$ cat config.mk
export PLATFORM = sky130hd
export DESIGN_NAME = cbps_top
export DESIGN_NICKNAME = d
export VERILOG_FILES = /design/src/rtl/cbps_pkg.sv /design/src/rtl/cbps_stream_if.sv /design/src/rtl/cbps_fifo.sv /design/src/rtl/cbps_top.sv
export VERILOG_INCLUDE_DIRS = /design/src /design/src/rtl
export SDC_FILE = /design/constraint.sdc
export NUM_CORES = 1
export LEC_CHECK = 0
export ABC_AREA = 1
export BUFFER_PORTS_ARGS = -buffer_cell sky130_fd_sc_hd__buf_2
export CAP_MARGIN = 5
export CORE_MARGIN = 2
export CORE_UTILIZATION = 30
export DETAILED_ROUTE_END_ITERATION = 10
export PLACE_DENSITY = 0.45
export SLEW_MARGIN = 10
export SYNTH_ARGS = -nofsm -noshare
export SYNTH_HDL_FRONTEND = slang
export SYNTH_SLANG_ARGS = --single-unit
$ cat constraint.sdc
create_clock -name core_clk -period 3.2 [get_ports core_clk]
set_input_delay 0.16 -clock core_clk [delete_from_list [all_inputs] [get_ports core_clk]]
set_output_delay 0.16 -clock core_clk [all_outputs]
set_load 0.1 [all_outputs]
$ cat src/rtl/cbps_defs.svh
// Register map, field positions, reset values and widths of the channel binding block.
`ifndef CBPS_DEFS_SVH
`define CBPS_DEFS_SVH
`define CBPS_ADDR_W 12
`define CBPS_DATA_W 8
`define CBPS_ADDR_BIND 12'h216
`define CBPS_ADDR_RDIV_HI 12'h217
`define CBPS_ADDR_RDIV_LO 12'h218
`define CBPS_ADDR_SYNC 12'h219
`define CBPS_ADDR_CTRL 12'h2f0
`define CBPS_ADDR_STAT 12'h2f1
`define CBPS_RST_BIND 8'h02
`define CBPS_RST_RDIV 16'h0000
`define CBPS_RST_SYNC 8'h02
`define CBPS_RST_CTRL 8'h00
`define CBPS_BIT_SEL_A 0
`define CBPS_BIT_SEL_B 1
`define CBPS_BIT_NEXT 0
`define CBPS_BIT_ILA 1
`define CBPS_BIT_LINK_EN 0
`define CBPS_BIT_CAL_EN 1
`define CBPS_BIT_PD_A 2
`define CBPS_BIT_PD_B 3
`define CBPS_SAMPLE_W 12
`define CBPS_FIFO_DEPTH 16
`endif

$ cat src/rtl/cbps_pkg.sv
// Types shared by the channel binding block.
package cbps_pkg;
   // Origin of the most recent oscillator phase initialisation.
   typedef enum logic [1:0] {
      CBPS_SRC_NONE = 2'b00,
      CBPS_SRC_LANE = 2'b01,
      CBPS_SRC_PULSE = 2'b10
   } cbps_init_src_t;
endpackage

$ cat src/rtl/cbps_stream_if.sv
// Valid/ready stream carrier between the binding logic and its sample FIFO.
`timescale 1ns/10ps
interface cbps_stream_if #(parameter int WIDTH = 24);
   logic valid; // Data word is offered.
   logic ready; // Data word may be taken.
   logic [WIDTH-1:0] data; // Payload.
   modport source (output valid, output data, input ready);
   modport sink (input valid, input data, output ready);
endinterface

$ cat src/rtl/cbps_fifo.sv
// Synchronous sample FIFO with valid/ready on both sides.
`timescale 1ns/10ps
module cbps_fifo
   import cbps_pkg::*;
#(
   parameter int WIDTH = 24,
   parameter int DEPTH = 16
)
(
   // Clock and reset.
   input wire logic core_clk,
   input wire logic reset,
   // Filling and draining sides.
   cbps_stream_if.sink push,
   cbps_stream_if.source pop,
   // Fill state.
   output logic full,
   output logic empty
);
   localparam int AW = $clog2(DEPTH);
   logic [WIDTH-1:0] mem [DEPTH]; // Sample storage.
   logic [AW:0] wr_ptr_reg; // Write pointer with wrap bit.
   logic [AW:0] rd_ptr_reg; // Read pointer with wrap bit.
   logic do_push;
   logic do_pop;

   // Full when the pointers differ only in the wrap bit.
   assign full = (wr_ptr_reg[AW] != rd_ptr_reg[AW]) && (wr_ptr_reg[AW-1:0] == rd_ptr_reg[AW-1:0]);
   assign empty = (wr_ptr_reg == rd_ptr_reg);
   assign push.ready = !full;
   assign pop.valid = !empty;
   assign pop.data = mem[rd_ptr_reg[AW-1:0]];
   assign do_push = push.valid && !full;
   assign do_pop = pop.ready && !empty;

   // Storage is written without reset; only the pointers need a defined state.
   always_ff @(posedge core_clk)
   begin
      if (do_push)
      begin
         mem[wr_ptr_reg[AW-1:0]] <= push.data;
      end
   end

   // Write pointer.
   always_ff @(posedge core_clk)
   begin
      if (reset)
      begin
         wr_ptr_reg <= '0;
      end
      else if (do_push)
      begin
         wr_ptr_reg <= wr_ptr_reg + 1'b1;
      end
   end

   // Read pointer.
   always_ff @(posedge core_clk)
   begin
      if (reset)
      begin
         rd_ptr_reg <= '0;
      end
      else if (do_pop)
      begin
         rd_ptr_reg <= rd_ptr_reg + 1'b1;
      end
   end

   // A full FIFO must refuse the offered word.
   property p_no_overfill;
      @(posedge core_clk) disable iff (reset)
      full && !do_pop |=> $stable(wr_ptr_reg);
   endproperty
   a_no_overfill: assert property (p_no_overfill) else $error("FIFO pointer moved while full.");
endmodule

$ cat src/rtl/cbps_top.sv
// Channel binding, channel power-down and oscillator phase initialisation control.
//
// The plain strobed port was left to the implementer.
`timescale 1ns/10ps
`include "cbps_defs.svh"

// Operation
// - Digital B from converter A or B.
// - Digital A from converter A or B.
// - Channel powers down with bound converter.
// - Sixteen-bit divisor cancels frequency word error.
// - One divisor shared by all presets.
// - Lane-align bit initialises phase at alignment start.
// - Zero-then-one arms init on next pulse.
// - Later pulses ignored until re-armed.
// - Armed devices initialise on first pulse.
module cbps_top
   import cbps_pkg::*;
#(
   parameter int SAMPLE_W = `CBPS_SAMPLE_W,
   parameter int FIFO_DEPTH = `CBPS_FIFO_DEPTH
)
(
   // Clock and reset.
   input wire logic core_clk,
   input wire logic reset,
   // Register port.
   input wire logic [`CBPS_ADDR_W-1:0] reg_addr,
   input wire logic [`CBPS_DATA_W-1:0] reg_wdata,
   input wire logic reg_write,
   input wire logic reg_read,
   output logic [`CBPS_DATA_W-1:0] reg_rdata,
   // Converter sample streams, one word per channel per beat.
   input wire logic [SAMPLE_W-1:0] conv_a_sample,
   input wire logic [SAMPLE_W-1:0] conv_b_sample,
   input wire logic conv_valid,
   output logic conv_ready,
   // Routed digital channel stream.
   output logic [SAMPLE_W-1:0] dig_a_sample,
   output logic [SAMPLE_W-1:0] dig_b_sample,
   output logic dig_valid,
   input wire logic dig_ready,
   // Power-down and link control towards the channels.
   output logic dig_a_powerdown,
   output logic dig_b_powerdown,
   output logic link_a_powerdown,
   output logic link_b_powerdown,
   output logic link_enable,
   output logic cal_enable,
   // Oscillator control.
   output logic [15:0] rational_divisor,
   input wire logic lane_align_start,
   input wire logic sysref_pin,
   output logic phase_init,
   output cbps_init_src_t phase_init_src
);
   localparam int PAIR_W = 2 * SAMPLE_W;

   // Address compare, used by both the write decode and the read mux.
   function automatic logic addr_hit(input logic [`CBPS_ADDR_W-1:0] a,
                                     input logic [`CBPS_ADDR_W-1:0] ref_a);
      addr_hit = (a == ref_a);
   endfunction

   logic [7:0] channel_binding_reg; // Binding register, reserved bits kept as written.
   logic [15:0] rdiv_reg; // Shared rational divisor.
   logic [7:0] sync_ctrl_reg; // Phase initialisation control register.
   logic [7:0] ctrl_reg; // Link, calibration and converter power-down bits.
   logic next_zero_seen_reg; // A 0 has been written to the next-pulse bit.
   logic armed_reg; // Waiting for a pulse rising edge.
   logic sysref_meta_reg; // First synchroniser stage.
   logic sysref_sync_reg; // Second synchroniser stage.
   logic sysref_prev_reg; // Delayed copy for edge detection.
   logic sysref_rise; // Synchronised rising edge.
   logic lane_fire; // Lane-alignment initialisation condition.
   logic pulse_fire; // Pulse initialisation condition.
   logic arm_write; // Write of 1 after a 0 to the next-pulse bit.
   logic phase_init_reg;
   cbps_init_src_t init_src_reg;
   logic [7:0] rdata_reg;
   logic [7:0] rdata_next;
   logic pd_a_next;
   logic pd_b_next;
   logic pd_a_reg;
   logic pd_b_reg;
   logic fifo_full;
   logic fifo_empty;
   logic wr_bind;
   logic wr_sync;

   cbps_stream_if #(.WIDTH(PAIR_W)) push_if ();
   cbps_stream_if #(.WIDTH(PAIR_W)) pop_if ();

   assign wr_bind = reg_write && addr_hit(reg_addr, `CBPS_ADDR_BIND);
   assign wr_sync = reg_write && addr_hit(reg_addr, `CBPS_ADDR_SYNC);

   // Binding register. Changing it under a running link is the host's
   // responsibility: the block does not stall the stream to make it safe.
   always_ff @(posedge core_clk)
   begin
      if (reset)
      begin
         channel_binding_reg <= `CBPS_RST_BIND;
      end
      else if (wr_bind)
      begin
         channel_binding_reg <= reg_wdata;
      end
   end

   // Rational divisor, high byte at the lower address.
   always_ff @(posedge core_clk)
   begin
      if (reset)
      begin
         rdiv_reg <= `CBPS_RST_RDIV;
      end
      else if (reg_write && addr_hit(reg_addr, `CBPS_ADDR_RDIV_HI))
      begin
         rdiv_reg[15:8] <= reg_wdata;
      end
      else if (reg_write && addr_hit(reg_addr, `CBPS_ADDR_RDIV_LO))
      begin
         rdiv_reg[7:0] <= reg_wdata;
      end
   end

   // One divisor output feeds every oscillator preset alike.
   assign rational_divisor = rdiv_reg;

   // Phase initialisation control register.
   always_ff @(posedge core_clk)
   begin
      if (reset)
      begin
         sync_ctrl_reg <= `CBPS_RST_SYNC;
      end
      else if (wr_sync)
      begin
         sync_ctrl_reg <= reg_wdata;
      end
   end

   // Link, calibration and converter power-down control bits.
   always_ff @(posedge core_clk)
   begin
      if (reset)
      begin
         ctrl_reg <= `CBPS_RST_CTRL;
      end
      else if (reg_write && addr_hit(reg_addr, `CBPS_ADDR_CTRL))
      begin
         ctrl_reg <= reg_wdata;
      end
   end

   assign link_enable = ctrl_reg[`CBPS_BIT_LINK_EN];
   assign cal_enable = ctrl_reg[`CBPS_BIT_CAL_EN];

   // Each digital channel follows the power state of the converter it is bound to.
   always_comb
   begin
      if (channel_binding_reg[`CBPS_BIT_SEL_A])
      begin
         pd_a_next = ctrl_reg[`CBPS_BIT_PD_B];
      end
      else
      begin
         pd_a_next = ctrl_reg[`CBPS_BIT_PD_A];
      end
      if (channel_binding_reg[`CBPS_BIT_SEL_B])
      begin
         pd_b_next = ctrl_reg[`CBPS_BIT_PD_B];
      end
      else
      begin
         pd_b_next = ctrl_reg[`CBPS_BIT_PD_A];
      end
   end

   // Power-down outputs are registered so that they never glitch on a rebind.
   always_ff @(posedge core_clk)
   begin
      if (reset)
      begin
         pd_a_reg <= 1'b0;
         pd_b_reg <= 1'b0;
      end
      else
      begin
         pd_a_reg <= pd_a_next;
         pd_b_reg <= pd_b_next;
      end
   end

   assign dig_a_powerdown = pd_a_reg;
   assign dig_b_powerdown = pd_b_reg;
   assign link_a_powerdown = pd_a_reg;
   assign link_b_powerdown = pd_b_reg;

   // Sample routing into the FIFO; a powered-down channel carries zeros.
   always_comb
   begin
      push_if.valid = conv_valid;
      push_if.data[PAIR_W-1:SAMPLE_W] = '0;
      push_if.data[SAMPLE_W-1:0] = '0;
      if (!pd_a_reg)
      begin
         push_if.data[SAMPLE_W-1:0] = channel_binding_reg[`CBPS_BIT_SEL_A] ?
                                      conv_b_sample : conv_a_sample;
      end
      if (!pd_b_reg)
      begin
         push_if.data[PAIR_W-1:SAMPLE_W] = channel_binding_reg[`CBPS_BIT_SEL_B] ?
                                           conv_b_sample : conv_a_sample;
      end
   end

   // Back-pressure from the FIFO reaches the converter side directly.
   assign conv_ready = push_if.ready;

   cbps_fifo #(.WIDTH(PAIR_W), .DEPTH(FIFO_DEPTH)) u_fifo (
      .core_clk(core_clk),
      .reset(reset),
      .push(push_if),
      .pop(pop_if),
      .full(fifo_full),
      .empty(fifo_empty)
   );

   assign dig_valid = pop_if.valid;
   assign pop_if.ready = dig_ready;
   assign dig_a_sample = pop_if.data[SAMPLE_W-1:0];
   assign dig_b_sample = pop_if.data[PAIR_W-1:SAMPLE_W];

   // Pulse pin synchroniser; the first stage feeds only the second.
   always_ff @(posedge core_clk)
   begin
      if (reset)
      begin
         sysref_meta_reg <= 1'b0;
         sysref_sync_reg <= 1'b0;
         sysref_prev_reg <= 1'b0;
      end
      else
      begin
         sysref_meta_reg <= sysref_pin;
         sysref_sync_reg <= sysref_meta_reg;
         sysref_prev_reg <= sysref_sync_reg;
      end
   end

   assign sysref_rise = sysref_sync_reg && !sysref_prev_reg;

   // Remember a 0 written to the next-pulse bit; a later 1 then arms.
   always_ff @(posedge core_clk)
   begin
      if (reset)
      begin
         next_zero_seen_reg <= 1'b0;
      end
      else if (wr_sync)
      begin
         next_zero_seen_reg <= !reg_wdata[`CBPS_BIT_NEXT];
      end
   end

   assign arm_write = wr_sync && reg_wdata[`CBPS_BIT_NEXT] && next_zero_seen_reg;

   // Armed flag. A fresh arm in the same cycle as a firing edge wins, so the
   // new arming is not lost; the edge still initialises the phase.
   always_ff @(posedge core_clk)
   begin
      if (reset)
      begin
         armed_reg <= 1'b0;
      end
      else if (arm_write)
      begin
         armed_reg <= 1'b1;
      end
      else if (sysref_rise)
      begin
         armed_reg <= 1'b0;
      end
   end

   assign lane_fire = sync_ctrl_reg[`CBPS_BIT_ILA] && lane_align_start;
   assign pulse_fire = armed_reg && sysref_rise;

   // Phase initialisation strobe; edges seen while unarmed do nothing.
   always_ff @(posedge core_clk)
   begin
      if (reset)
      begin
         phase_init_reg <= 1'b0;
      end
      else
      begin
         phase_init_reg <= lane_fire || pulse_fire;
      end
   end

   // Source of the latest initialisation, kept for status reads.
   always_ff @(posedge core_clk)
   begin
      if (reset)
      begin
         init_src_reg <= CBPS_SRC_NONE;
      end
      else if (pulse_fire)
      begin
         init_src_reg <= CBPS_SRC_PULSE;
      end
      else if (lane_fire)
      begin
         init_src_reg <= CBPS_SRC_LANE;
      end
   end

   assign phase_init = phase_init_reg;
   assign phase_init_src = init_src_reg;

   // Read mux; unmapped addresses read as zero.
   always_comb
   begin
      rdata_next = 8'h00;
      if (addr_hit(reg_addr, `CBPS_ADDR_BIND))
      begin
         rdata_next = channel_binding_reg;
      end
      else if (addr_hit(reg_addr, `CBPS_ADDR_RDIV_HI))
      begin
         rdata_next = rdiv_reg[15:8];
      end
      else if (addr_hit(reg_addr, `CBPS_ADDR_RDIV_LO))
      begin
         rdata_next = rdiv_reg[7:0];
      end
      else if (addr_hit(reg_addr, `CBPS_ADDR_SYNC))
      begin
         rdata_next = sync_ctrl_reg;
      end
      else if (addr_hit(reg_addr, `CBPS_ADDR_CTRL))
      begin
         rdata_next = ctrl_reg;
      end
      else if (addr_hit(reg_addr, `CBPS_ADDR_STAT))
      begin
         rdata_next = {1'b0, fifo_empty, fifo_full, init_src_reg, pd_b_reg, pd_a_reg,
                       armed_reg};
      end
   end

   // Read data stands only in the cycle after the strobe.
   always_ff @(posedge core_clk)
   begin
      if (reset)
      begin
         rdata_reg <= 8'h00;
      end
      else
      begin
         rdata_reg <= reg_read ? rdata_next : 8'h00;
      end
   end

   assign reg_rdata = rdata_reg;

   property p_route_b;
      @(posedge core_clk) disable iff (reset)
      !pd_b_reg |-> push_if.data[PAIR_W-1:SAMPLE_W] ==
         (channel_binding_reg[`CBPS_BIT_SEL_B] ? conv_b_sample : conv_a_sample);
   endproperty
   a_route_b: assert property (p_route_b) else $error("Channel B routing wrong.");

   property p_route_a;
      @(posedge core_clk) disable iff (reset)
      !pd_a_reg |-> push_if.data[SAMPLE_W-1:0] ==
         (channel_binding_reg[`CBPS_BIT_SEL_A] ? conv_b_sample : conv_a_sample);
   endproperty
   a_route_a: assert property (p_route_a) else $error("Channel A routing wrong.");

   property p_pd_follow;
      @(posedge core_clk) disable iff (reset)
      (!channel_binding_reg[`CBPS_BIT_SEL_A] && ctrl_reg[`CBPS_BIT_PD_A])
         |=> dig_a_powerdown && link_a_powerdown;
   endproperty
   a_pd_follow: assert property (p_pd_follow) else $error("Channel A not powered down.");

   property p_rdiv_hi;
      @(posedge core_clk) disable iff (reset)
      reg_write && reg_addr == `CBPS_ADDR_RDIV_HI |=> rational_divisor[15:8] == $past(reg_wdata)
         && $stable(rational_divisor[7:0]);
   endproperty
   a_rdiv_hi: assert property (p_rdiv_hi) else $error("Divisor high byte not taken.");

   property p_rdiv_lo;
      @(posedge core_clk) disable iff (reset)
      reg_write && reg_addr == `CBPS_ADDR_RDIV_LO |=> rational_divisor[7:0] == $past(reg_wdata)
         && $stable(rational_divisor[15:8]);
   endproperty
   a_rdiv_lo: assert property (p_rdiv_lo) else $error("Divisor low byte not taken.");

   property p_lane_init;
      @(posedge core_clk) disable iff (reset)
      sync_ctrl_reg[`CBPS_BIT_ILA] && lane_align_start |=> phase_init;
   endproperty
   a_lane_init: assert property (p_lane_init) else $error("Lane start missed.");

   property p_pulse_init;
      @(posedge core_clk) disable iff (reset)
      armed_reg && sysref_rise && !arm_write |=> phase_init && !armed_reg;
   endproperty
   a_pulse_init: assert property (p_pulse_init) else $error("Armed pulse missed.");

   property p_ignore;
      @(posedge core_clk) disable iff (reset)
      !armed_reg && !(sync_ctrl_reg[`CBPS_BIT_ILA] && lane_align_start) |=> !phase_init;
   endproperty
   a_ignore: assert property (p_ignore) else $error("Unarmed edge initialised phase.");

   property p_arm_first;
      @(posedge core_clk) disable iff (reset)
      arm_write ##1 (!sysref_rise && !lane_align_start) [*3] ##1 sysref_rise |=> phase_init;
   endproperty
   a_arm_first: assert property (p_arm_first) else $error("First pulse after arm missed.");
endmodule

==> Word-level counts from Yosys, hierarchy flattened <==
Memory sizes are Yosys's and may differ from the RTL's. A register that Yosys moved wholly into a read port is not among the register bits.
Index checks and enable logic that the tools add are counted.
{ "classes": {"add_sub_neg": 2, "n_eq_ne": 9, "n_mux": 20, "bitwise": 2, "reduce_logical": 23} }
{ "ops": {"columns": ["cell", "count"], "rows": [
  ["12-bit by 10-bit equality test with 1-bit output, second input constant", 6],
  ["12-bit two-way mux", 4],
  ["8-bit two-way mux", 5],
  ["1-bit logical AND", 13],
  ["5-bit by 1-bit adder with 5-bit output, second input constant", 2],
  ["4-bit two-way mux", 2],
  ["7-bit two-way mux", 1],
  ["1-bit two-way mux", 6],
  ["5-bit equality test", 1],
  ["4-bit equality test", 1],
  ["1-bit zero test", 4],
  ["2-bit two-way mux", 2],
  ["2-bit nonzero test", 2],
  ["2-bit OR reduction", 2],
  ["1-bit NOT", 2],
  ["2-bit AND reduction", 1],
  ["1-bit logical OR", 1],
  ["1-bit != test", 1]
]} }
{ "word_totals": {"ff_bits": 68, "ram_bits": 384, "in_bits": 52, "elab_cells": 75, "mem_count": 1} }
{ "mem_list": {"columns": ["name", "depth", "width", "rd", "rd_ports_with_merged_regs", "write_ports", "line_no", "rtl"], "rows": [
  ["u_fifo.mem", 16, 24, 1, 1, 1, "cbps_fifo.sv:21", "logic [WIDTH-1:0] mem [DEPTH];"]
]} }

==> Depth between registers and ports, before layout <==
{ "logic_depth": {"word_depth": 8, "depth_mapped": 11, "mapped_depth_nobuf": 11} }

==> Cells and area by module <==
A second synthesis with hierarchy kept.
{ "hier_totals": {"cells_unflattened": 1780, "area_unflattened_um2": 19605.1} }
{ "modules_own_cells": {"columns": ["module", "n_inst", "cells_each", "area_per_inst_um2"], "rows": [
  ["cbps_fifo", 1, 1340, 16393.2],
  ["cbps_top", 1, 440, 3211.8]
]} }

==> Least setup slack after synthesis <==
No wires, ideal clock.
{ "synth_path": {"path_type": "register to register", "start": "reg u_fifo.wr_ptr_reg[0]", "end": "mem u_fifo.mem[11][0], enable pin", "t_arrival_ns": 2.505, "required_ns": 2.795, "slack_ns": 0.290, "path_stages_with_launch": 10, "synth_period_minus_slack_ns": 2.910, "path_cell_list": "dfxtp_1 -> inv_1 -> nand2_1 -> nand4_1 -> nor2_4 -> nand2_2 -> nand2_4 -> inv_4 -> nand3_1 -> nor2_1"} }
{ "synth_between": {"elab_chain_cells": 6} }
{ "synth_lines": {"columns": ["item", "line_no", "rtl"], "rows": [
  ["start: declaration", "cbps_fifo.sv:22", "logic [AW:0] wr_ptr_reg;"],
  ["start signal: assignment", "cbps_fifo.sv:54", "wr_ptr_reg <= wr_ptr_reg + 1'b1;"],
  ["4-bit equality test", "cbps_fifo.sv:28", "assign full = (wr_ptr_reg[AW] != rd_ptr_reg[AW]) && (wr_ptr_reg[AW-1:0] == rd_ptr_reg[AW-1:0]);"],
  ["1-bit logical AND", "cbps_fifo.sv:28", null],
  ["1-bit zero test", null, null],
  ["named net conv_ready", "cbps_top.sv:37", "output logic conv_ready,"],
  ["1-bit logical AND", "cbps_fifo.sv:33", "assign do_push = push.valid && !full;"],
  ["1-bit two-way mux", "cbps_fifo.sv:39", "if (do_push)"],
  ["1-bit two-way mux (not written as such)", "cbps_fifo.sv:41", "mem[wr_ptr_reg[AW-1:0]] <= push.data;"],
  ["end: declaration", "cbps_fifo.sv:21", null]
]} }
The timed path passes the listed nets, and every way through them passes these cells.

==> flow_summary.ini <==
[synthesis]
yosysTopAreaCell = edfxtp_1
netlist_area_sq_um = 18900
synth_area_leaders = edfxtp_1 (61%), dfxtp_1 (7.6%), mux2i_1 (5.1%)
syn_area_per_cell_sq_um = 12.3
syn-num-nets = 1600
seq_area_frac_synth_pct = 68.6
synth_warnings = 0
synth_seq_cells = 456
syn_inst = 1543
synthDistinctLibCells = 39
synth_top_area_share_pct = 61.0

[setup_path]
worstSetupPathType = reg2out
slowest_stage = dfxtp_4
critPathArrivalTime_ns = 2.82
path_delay_family = buffers and inverters
reg2regPathDepth = 10
start_kind = register
crit_path_max_fanout = 53
cp.depth = 7
path_cells = buf_12 > buf_12 > mux2i_1 > o211ai_1 > o211ai_1 > nand2_1 > buf_12
reg2reg_from = u_fifo.wr_ptr_reg[3]
end_kind = primary output
critPathCapture = dig_a_sample[8]
critPathMaxStageDelay_ns = 0.70
r2r_slack_ns = 0.71
path_buf_inv = 3
crit_path_frequent_cell = buf_12
critPathRequiredTime_ns = 3.04
reg2reg_to = u_fifo.mem[12][15]

[final_layout]
final_util_pct = 36.6
instances_no_fill = 2585
syn2layout_area_growth_pct = 21.3
final_nets = 1755
layout-drive-gt1-share_pct = 17.2
largest_reg_flops = 384
final_area_sq_um = 22900

[pwr]
vdd_drop_max_mv = 0.414
power_density_nw_per_um2 = 650
power_mw = 14.9
cellLeakagePower_nw = 8.13

[cts]
max-clock-path-buffers = 3
cts_sinks = 456
tritoncts = yes
cts_buffers = 52
clockRootBuffer = clkbuf_16
ctsHtreeMaxLevel = 2
cts_resized = 0
worst_skew_pair.late_latency_ns = 0.60
cts.clk_slew.worst_paths_ns = 0.06

[placement]
postPlaceCellArea_sq_um = 21100
dpl.hpwl_um = 33500
pre_cts_slack_ns = 0.718
gp_congestion = 0.822
post-place-cells = 2476
port_buffers = 110

[global_route]
grt_first_pass_wirelength_um = 80100
antenna_found_initial = 4
grt_usage_pct = 16.7
grt.overflow.total = 0
grt_pass1_vias = 12400
grt_max_degree = 97

[drt]
drcViolationCount = 0
drt_pre_antenna_iters = 8
ant_nets = 0
routed_wl_um = 54100
vias = 12500
wl_per_cell_um = 20.9
drt_iter0_markers = 915
viasPerCell = 4.83

[timing]
holdWs_ns = 0.0619
fin_ws_ns = 0.225
min_period_ns = 2.98
maxSlewViolCount = 0
tns_ns = 0
maxSlewHeadroom_pct = 34.0
min_period_over_period_pct = 93.0
report.final.setup_viol = 0
grt_setup_unrepaired = no
skew_ns = 0.0212
tightest_slew_ns = 0.988
hold_violations = 0
clock.fmax_mhz = 336

[status]
status = finished, final reports clean

[floorplan]
io_pins = 111
die-area_sq_um = 65000
core_area_sq_um = 62700
die_w_um = 255
row_count = 92
start_util_pct = 30.1
die_h_um = 255

[worst_hold_path]
hold_depth = 3
hold_class = in2reg

[flow_run]
drv_cap = 0
[layout make-up]
cell class                      instances  area, sq um
Fill cell                            6141        39800
Sequential cell                       456        13000
Multi-Input combinational cell        839         5010
Timing Repair Buffer                  187         1600
Clock buffer                           69         1390
Tap cell                              846         1060
Inverter                              162          614
Clock inverter                         24          274
Antenna cell                            2         5.00
[worst register-to-register path, stage by stage (launching register included)]
cell	delay, ns
dfxtp_1	0.39
inv_2	0.15
nand2_1	0.09
nand4_2	0.14
nor2_4	0.07
nand2_2	0.08
nand2_4	0.10
inv_4	0.10
nand2_1	0.23
nor2_4	0.49
buf_4	0.34
[logic make-up (layout without fill, tap and decap cells)]
group | count (synthesis) | after routing | share of synthesized area [%]
compound gates | 447 | 447 | 13.4
xor+xnor | 4 | 4 | 0.185
fa+ha+maj | 5 | 5 | 0.331
buf+inv | 248 | 442 | 5.53
flops | 456 | 456 | 68.6
mux | 96 | 96 | 5.08
other cells | 0 | 2 | 0
simple gates | 287 | 287 | 6.84
[worst min-delay path by stage]
stage	start	end
after floorplan	reset	rational_divisor[7]
after global placement	sysref_pin	sysref_meta_reg
after detailed placement	sysref_pin	sysref_meta_reg
after CTS	reg_write	sync_ctrl_reg[4]
after global routing	reg_write	sync_ctrl_reg[7]
final	reg_write	sync_ctrl_reg[4]
[Yosys cell counts (all sizes together)]
cell type	number
dfxtp	72
nand4	11
nor4	1
o21ai	177
nand3b	1
nor3	4
nand2	131
ha	5
inv	158
xnor2	2
mux2i	96
xor2	2
buf	42
edfxtp	384
o2111ai	2
nand3	46
o211ai	97
a211oi	11
o21a	1
clkbuf	44
nor2	92
nor3b	1
a21oi	159
clkinv	4
[what timing repair did]
item	CTS	global route
setup buffers	0	0
endpoints found under the hold margin	54	0
hold buffers	14	0
[cells in the final DEF (no fill, tap or decap), types with 4 or more instances in the layout]
master | netlist | layout
mux2i_1 | 96 | 96
clkbuf_1 | 44 | 16
bufinv_16 | 0 | 5
dlygate4sd3_1 | 0 | 14
o211ai_1 | 97 | 97
nor2_1 | 83 | 65
nor2_2 | 2 | 4
a21oi_1 | 157 | 157
buf_2 | 21 | 86
nand3_1 | 45 | 45
inv_1 | 153 | 153
clkinv_2 | 2 | 9
dfxtp_1 | 72 | 68
nor3_1 | 4 | 4
clkinv_1 | 2 | 9
buf_4 | 8 | 57
a211oi_1 | 9 | 9
clkbuf_16 | 0 | 53
o21ai_0 | 170 | 170
edfxtp_1 | 384 | 384
nand2_1 | 120 | 120
nand2_2 | 10 | 10
inv_2 | 4 | 4
ha_1 | 5 | 5
buf_12 | 0 | 30
nand4_1 | 10 | 10
nor2_4 | 7 | 23
o21ai_1 | 7 | 7
[report_power, final]
group          switching [mW]  leakage [nW]  internal, mW
Combinational            1.68          3.28         0.798
Clock                    2.42         0.803          3.45
Sequential             0.0543          4.05          6.51
Total                    4.16          8.13          10.8
[per-layer routing]
metal	wire [um]	track usage [%]	part of all wire (%)
met5	13	0	0.024
met4	898	4.16	1.7
met3	3290	3.46	6.1
met2	23700	25.9	44
met1	26200	23.9	48
No activity file was read; power rests on OpenSTA's default activity.
